$ cat config.mk
export PLATFORM = sky130hd
export DESIGN_NAME = sld_driver_ctrl
export DESIGN_NICKNAME = d
export VERILOG_FILES = /design/src/sld_pkg.sv /design/src/sld_driver_ctrl.sv
export SDC_FILE = /design/constraint.sdc
export NUM_CORES = 1
export LEC_CHECK = 0
export ABC_AREA = 1
export BUFFER_PORTS_ARGS = -buffer_cell sky130_fd_sc_hd__buf_4
export CAP_MARGIN = 0
export CORE_MARGIN = 4
export CORE_UTILIZATION = 59
export DETAILED_ROUTE_END_ITERATION = 8
export PLACE_DENSITY_LB_ADDON = 0.3
export SKIP_CTS_REPAIR_TIMING = 1
export SLEW_MARGIN = 20
export SYNTH_ARGS = -nofsm -noshare
export SYNTH_HDL_FRONTEND = slang
export SYNTH_SLANG_ARGS = --single-unit
$ cat constraint.sdc
create_clock -name ref_clk -period 1.65 [get_ports ref_clk]
set_input_delay 0.165 -clock ref_clk [delete_from_list [all_inputs] [get_ports ref_clk]]
set_output_delay 0.165 -clock ref_clk [all_outputs]
set_load 0.03 [all_outputs]
$ cat src/sld_pkg.sv
// sld_pkg: constants and carrier types for the serial latched driver control block
// assumes a 250 MHz ref_clk sampling all pins
package sld_pkg;
	localparam int SLD_CHANNELS = 8;
	localparam int SLD_CLK_PERIOD_PS = 4000;
	localparam int SLD_OC_FILTER_NS = 2000;
	localparam int SLD_OC_FILTER_CYC = (SLD_OC_FILTER_NS * 1000) / SLD_CLK_PERIOD_PS;
	localparam int SLD_OC_CNT_W = 10;
	localparam logic [7:0] SLD_ZERO8 = 8'h00;
	localparam logic SLD_SHIFT_FILL_CLR = 1'h0;

	typedef struct packed {
		logic ser_in;
		logic shift_clk;
		logic clear;
		logic strobe;
		logic disable_reset;
	} sld_ctrl_t;
endpackage : sld_pkg

$ cat src/sld_driver_ctrl.sv
// sld_driver_ctrl: shift register, latches, output gating and fault logic
// assumes control pins and fault sensors are asynchronous to ref_clk
`timescale 1ns/1ps
`default_nettype none
module sld_driver_ctrl import sld_pkg::*; #(
	parameter int CH = SLD_CHANNELS,
	parameter int OC_FILTER = SLD_OC_FILTER_CYC
) (
	input wire logic ref_clk,
	input wire logic rst_n,
	input wire sld_ctrl_t ctrl_pins,
	input wire logic [CH-1:0] overcurrent_sense,
	input wire logic over_temp,
	input wire logic supply_undervoltage_lockout,
	output logic ser_out_reg,
	output logic [CH-1:0] drive_on_reg,
	output logic fault_flag_oe_reg,
	output logic fault_flag_o_reg,
	output logic [CH-1:0] latch_out_reg,
	output logic [CH-1:0] oc_tripped_reg
);
	// ************************************************
	// input synchronisers
	// ************************************************
	localparam int SW = 5 + CH + 2;
	logic [SW-1:0] sync1_reg;
	logic [SW-1:0] sync2_reg;
	logic shclk_d_reg;
	always_ff @(posedge ref_clk) begin
		if (!rst_n) begin
			sync1_reg <= '0;
			sync2_reg <= '0;
			shclk_d_reg <= 1'b0;
		end else begin
			sync1_reg <= {ctrl_pins, overcurrent_sense, over_temp, supply_undervoltage_lockout};
			sync2_reg <= sync1_reg;
			shclk_d_reg <= sync2_reg[SW-2];
		end
	end
	logic s_din, s_clk, s_clr, s_stb, s_dis, s_ot, s_uv;
	logic [CH-1:0] s_oc;
	assign s_din = sync2_reg[SW-1];
	assign s_clk = sync2_reg[SW-2];
	assign s_clr = sync2_reg[SW-3];
	assign s_stb = sync2_reg[SW-4];
	assign s_dis = sync2_reg[SW-5];
	assign s_oc = sync2_reg[CH+1:2];
	assign s_ot = sync2_reg[1];
	assign s_uv = sync2_reg[0];
	logic shift_edge;
	assign shift_edge = s_clk && !shclk_d_reg;
	logic eff_dis;
	assign eff_dis = s_dis || s_uv;

	// ************************************************
	// shift register
	// ************************************************
	logic [CH-1:0] shift_reg;
	always_ff @(posedge ref_clk) begin
		if (!rst_n) begin
			shift_reg <= '0;
		end else if (shift_edge) begin
			shift_reg <= {shift_reg[CH-2:0], s_clr ? SLD_SHIFT_FILL_CLR : s_din};
		end
	end
	always_ff @(posedge ref_clk) begin
		if (!rst_n) begin
			ser_out_reg <= 1'b0;
		end else if (shift_edge) begin
			ser_out_reg <= shift_reg[CH-2];
		end
	end

	// ************************************************
	// output latches
	// ************************************************
	always_ff @(posedge ref_clk) begin
		if (!rst_n) begin
			latch_out_reg <= '0;
		end else if (s_stb) begin
			latch_out_reg <= shift_reg;
		end
	end

	// ************************************************
	// overcurrent filter and latch
	// ************************************************
	logic dis_d_reg;
	always_ff @(posedge ref_clk) begin
		if (!rst_n) begin
			dis_d_reg <= 1'b0;
		end else begin
			dis_d_reg <= s_dis;
		end
	end
	logic fault_reset;
	assign fault_reset = dis_d_reg && !s_dis;
	genvar g;
	generate
		for (g = 0; g < CH; g++) begin : g_oc
			logic [SLD_OC_CNT_W-1:0] cnt_reg;
			logic trip;
			assign trip = s_oc[g] && (cnt_reg == SLD_OC_CNT_W'(OC_FILTER - 1));
			always_ff @(posedge ref_clk) begin
				if (!rst_n) begin
					cnt_reg <= '0;
				end else if (!s_oc[g]) begin
					cnt_reg <= '0;
				end else if (!trip) begin
					cnt_reg <= cnt_reg + SLD_OC_CNT_W'(1);
				end
			end
			always_ff @(posedge ref_clk) begin
				if (!rst_n) begin
					oc_tripped_reg[g] <= 1'b0;
				end else if (trip) begin
					oc_tripped_reg[g] <= 1'b1;
				end else if (fault_reset) begin
					oc_tripped_reg[g] <= 1'b0;
				end
			end
		end
	endgenerate

	// ************************************************
	// drivers and flag
	// ************************************************
	always_ff @(posedge ref_clk) begin
		if (!rst_n) begin
			drive_on_reg <= '0;
		end else if (eff_dis || s_ot) begin
			drive_on_reg <= '0;
		end else begin
			drive_on_reg <= latch_out_reg & ~oc_tripped_reg;
		end
	end
	always_ff @(posedge ref_clk) begin
		if (!rst_n) begin
			fault_flag_oe_reg <= 1'b0;
			fault_flag_o_reg <= 1'b0;
		end else begin
			fault_flag_oe_reg <= (|oc_tripped_reg) || s_ot;
			fault_flag_o_reg <= 1'b0;
		end
	end

	// ************************************************
	// checks
	// ************************************************
	AST_LATCH_HOLD: assert property (@(posedge ref_clk) disable iff (!rst_n)
		!s_stb |=> $stable(latch_out_reg)) else $error("latch changed with strobe low");
	AST_LATCH_FOLLOW: assert property (@(posedge ref_clk) disable iff (!rst_n)
		s_stb |=> latch_out_reg == $past(shift_reg)) else $error("latch not following");
	AST_SHIFT_STABLE: assert property (@(posedge ref_clk) disable iff (!rst_n)
		!shift_edge |=> $stable(shift_reg) && $stable(ser_out_reg)) else $error("shift moved");
	AST_SHIFT_IN: assert property (@(posedge ref_clk) disable iff (!rst_n)
		shift_edge && !s_clr |=> shift_reg[0] == $past(s_din)) else $error("data not captured");
	AST_CLEAR_IN: assert property (@(posedge ref_clk) disable iff (!rst_n)
		shift_edge && s_clr |=> !shift_reg[0]) else $error("clear did not load zero");
	AST_SHIFT_MOVE: assert property (@(posedge ref_clk) disable iff (!rst_n)
		shift_edge |=> shift_reg[CH-1:1] == $past(shift_reg[CH-2:0])) else $error("no shift");
	AST_DISABLE_OFF: assert property (@(posedge ref_clk) disable iff (!rst_n)
		eff_dis |=> drive_on_reg == '0) else $error("driver on while disabled");
	AST_DRIVE_FOLLOW: assert property (@(posedge ref_clk) disable iff (!rst_n)
		!eff_dis && !s_ot && oc_tripped_reg == '0 |=> drive_on_reg == $past(latch_out_reg))
		else $error("driver not following latch");
	AST_OT_OFF: assert property (@(posedge ref_clk) disable iff (!rst_n)
		s_ot |=> drive_on_reg == '0 && fault_flag_oe_reg) else $error("overtemp not handled");
	AST_FLAG: assert property (@(posedge ref_clk) disable iff (!rst_n)
		(|oc_tripped_reg) |=> fault_flag_oe_reg) else $error("flag not pulled on trip");
	AST_UV: assert property (@(posedge ref_clk) disable iff (!rst_n)
		s_uv |=> drive_on_reg == '0) else $error("driver on in undervoltage");
	AST_OC_SHORT: assert property (@(posedge ref_clk) disable iff (!rst_n)
		!s_oc[0] ##1 s_oc[0] [*8] |-> !g_oc[0].trip) else $error("short pulse tripped");
	AST_OC_RESET: assert property (@(posedge ref_clk) disable iff (!rst_n)
		fault_reset && !g_oc[0].trip |=> !oc_tripped_reg[0])
		else $error("reset pulse did not clear trip");
	AST_OC_TRIP: assert property (@(posedge ref_clk) disable iff (!rst_n)
		g_oc[0].trip |=> oc_tripped_reg[0] ##1 !drive_on_reg[0]) else $error("trip not held");
endmodule : sld_driver_ctrl
`default_nettype wire

==> results.json <==
{
  "status": "completed",
  "hold_ws_ns": 0.0252,
  "wl_mm": 11.8,
  "placementRows": 36,
  "drtAntennaViolNets": 0,
  "vdd_drop_max_uv": 685,
  "fp.dieW_um": 108,
  "cp.arrival_ns": 1.18,
  "area_growth_pct": 20.5,
  "cts_tree": "built",
  "fillers": 759,
  "rsz0062_at_grt": "no",
  "first_global_vias": 4641,
  "final_cell_mix": "175 x nand2_1, 145 x dfxtp_1, 113 x nor2_1, 107 x inv_1, 57 x a21oi_1",
  "tns_ns": 0,
  "synth_nets": 807,
  "grt_util_all_layers": 0.211,
  "drive_gt1_frac": 0.137,
  "slew_viol_final": 0,
  "timing.fmax_ghz": 0.745,
  "die-area_mm2": 0.0116,
  "hold_viol_final": 0,
  "dr.pass1.iters": 5,
  "min_path_type": "primary input to flip-flop",
  "stdcell_count": 1001,
  "fin_nets": 880,
  "dp.cells": 954,
  "yosys_warnings": 0,
  "final_area_mm2": 0.00709,
  "vias": 5040,
  "post_drt_wl_per_cell_um": 11.8,
  "numClockSinks": 145,
  "core_area_mm2": 0.00973,
  "grt_max_degree": 31,
  "seqCellArea_mm2": 0.00290,
  "crit_type": "flip-flop to output pin",
  "hpwl_mm": 8.13,
  "ys_ff_latch": 145,
  "finalSetupViolations": 0,
  "drcViolationCount": 0,
  "largest_reg_flops": 80,
  "max_stage_delay_ns": 0.44,
  "crit_chain": "buf_4",
  "period_share": 0.814,
  "p_per_area_mw_per_mm2": 1080,
  "ys_seq_area_frac": 0.493,
  "avgSynthCellArea_um2": 7.52,
  "htreeDepth": 4,
  "antenna_cells": 0,
  "netlist_instances": 782,
  "finClkSkew_ns": 0.00714,
  "start_util": 0.605,
  "place_area_mm2": 0.00636,
  "grt_overflow": 0,
  "syn_area_mm2": 0.00588,
  "antenna_found_initial": 0,
  "p_leak_uw": 0.00316,
  "cts_buffer_depth": 2,
  "cts_made_buffers": 17,
  "cp.required_ns": 1.48,
  "place.gp.congestion": 0.867,
  "drt_iter0_markers": 290,
  "cpLargestDelayFamily": "flip-flops",
  "max_cap_violations": 0,
  "layout_commonest_cell": "nand2_1",
  "portBuffers": 42,
  "die_h_um": 108,
  "vias_per_cell": 5.03,
  "io_pins": 44,
  "multiInputGateArea_mm2": 0.00251,
  "grt_pass1_wl_mm": 19.8,
  "critPathLaunchType": "flip-flop",
  "end_kind": "output pin",
  "crit_buf_inv": 1,
  "critPathMaxFanout": 4,
  "layout_min_cycle_time_ns": 1.34,
  "crit_slowest_cell": "dfxtp_1",
  "clk_latency_ns": 0.52,
  "cts.clk_slew.worst_paths_ns": 0.06,
  "synth.distinct_cells": 28,
  "root_buffer": "clkbuf_8"
}
-- metal layers --
metal	vias up	wire length, um	track usage	part of all wire
met4	0	160	0.0748	0.014
met5	-	0	0	0
met3	14	615	0.0612	0.052
li1	2618	-	-	-
met2	112	5780	0.357	0.49
met1	2296	5270	0.254	0.45
-- power by group --
part           switching [uW]  leakage [uW]  internal, uW
registers                38.4       0.00118          3570
logic                     156       0.00171           115
clock network            1450      0.000268          2310
total                    1640       0.00316          5990
-- stage by stage --
stage,worst slack [ns],utilization,power [uW]
after detailed placement,0.351,0.653,3920
after global routing,0.170,0.729,7890
after floorplan,0.493,-,3820
final,0.308,0.729,7630
after global placement,0.438,0.653,3910
after CTS,0.296,0.713,7650
-- final cells by class --
cell class | count | area share
clock inverter | 12 | 0.0224
timing repair buffer | 61 | 0.0699
inverter | 115 | 0.0609
sequential | 145 | 0.409
clock buffer | 20 | 0.0600
multi-input combinational | 515 | 0.354
tap | 133 | 0.0235
-- synthesized netlist by cell type --
master | number | area (um2)
a21oi_1 | 57 | 285
a41oi_1 | 1 | 8.76
and3_1 | 1 | 6.26
buf_2 | 5 | 25.0
buf_4 | 2 | 15.0
clkinv_1 | 1 | 3.75
conb_1 | 1 | 3.75
dfxtp_1 | 145 | 2900
ha_1 | 8 | 100
inv_1 | 107 | 402
inv_2 | 7 | 26.3
nand2_1 | 175 | 657
nand2_2 | 11 | 68.8
nand3_1 | 27 | 135
nand3_2 | 10 | 100
nand3b_1 | 7 | 52.6
nand4_1 | 13 | 81.3
nor2_1 | 113 | 424
nor2_2 | 6 | 37.5
nor2_4 | 10 | 113
nor3_1 | 14 | 70.1
nor3b_1 | 8 | 60.1
o21a_1 | 2 | 15.0
o21ai_0 | 38 | 190
o21ai_1 | 1 | 5.00
o21bai_1 | 7 | 52.6
xnor2_1 | 1 | 8.76
xor2_1 | 4 | 35.0
-- cells by family (layout without fill, tap and decap cells) --
family,count (synthesis),count (layout),synth area share
AND/OR/NAND/NOR,395,395,0.307
flip-flops,145,145,0.493
buffers and inverters,122,208,0.0802
AO/OA/AOI/OAI,106,106,0.0946
adder cells (fa/ha/maj),8,8,0.0170
XOR/XNOR,5,5,0.00744
other,1,1,0.000637
-- worst reg2reg max path: stages, from the launching register on --
cell	delay [ns]
dfxtp_1	0.40
ha_1	0.23
nand2_1	0.07
nor2_1	0.18
nand3_2	0.15
o21bai_1	0.15
nor2_1	0.05
-- final timing paths --
check                     start                 end  cells past startpoint  slack, ns
max           oc_tripped_reg[5]   oc_tripped_reg[5]                      1       0.31
min                       rst_n       sync1_reg[10]                      3       0.03
max reg2reg  g_oc[1].cnt_reg[0]  g_oc[1].cnt_reg[0]                      6       0.31
min reg2reg        sync1_reg[1]        sync2_reg[1]                      2       0.41
Note: power is estimated with default switching activity, not from simulation.
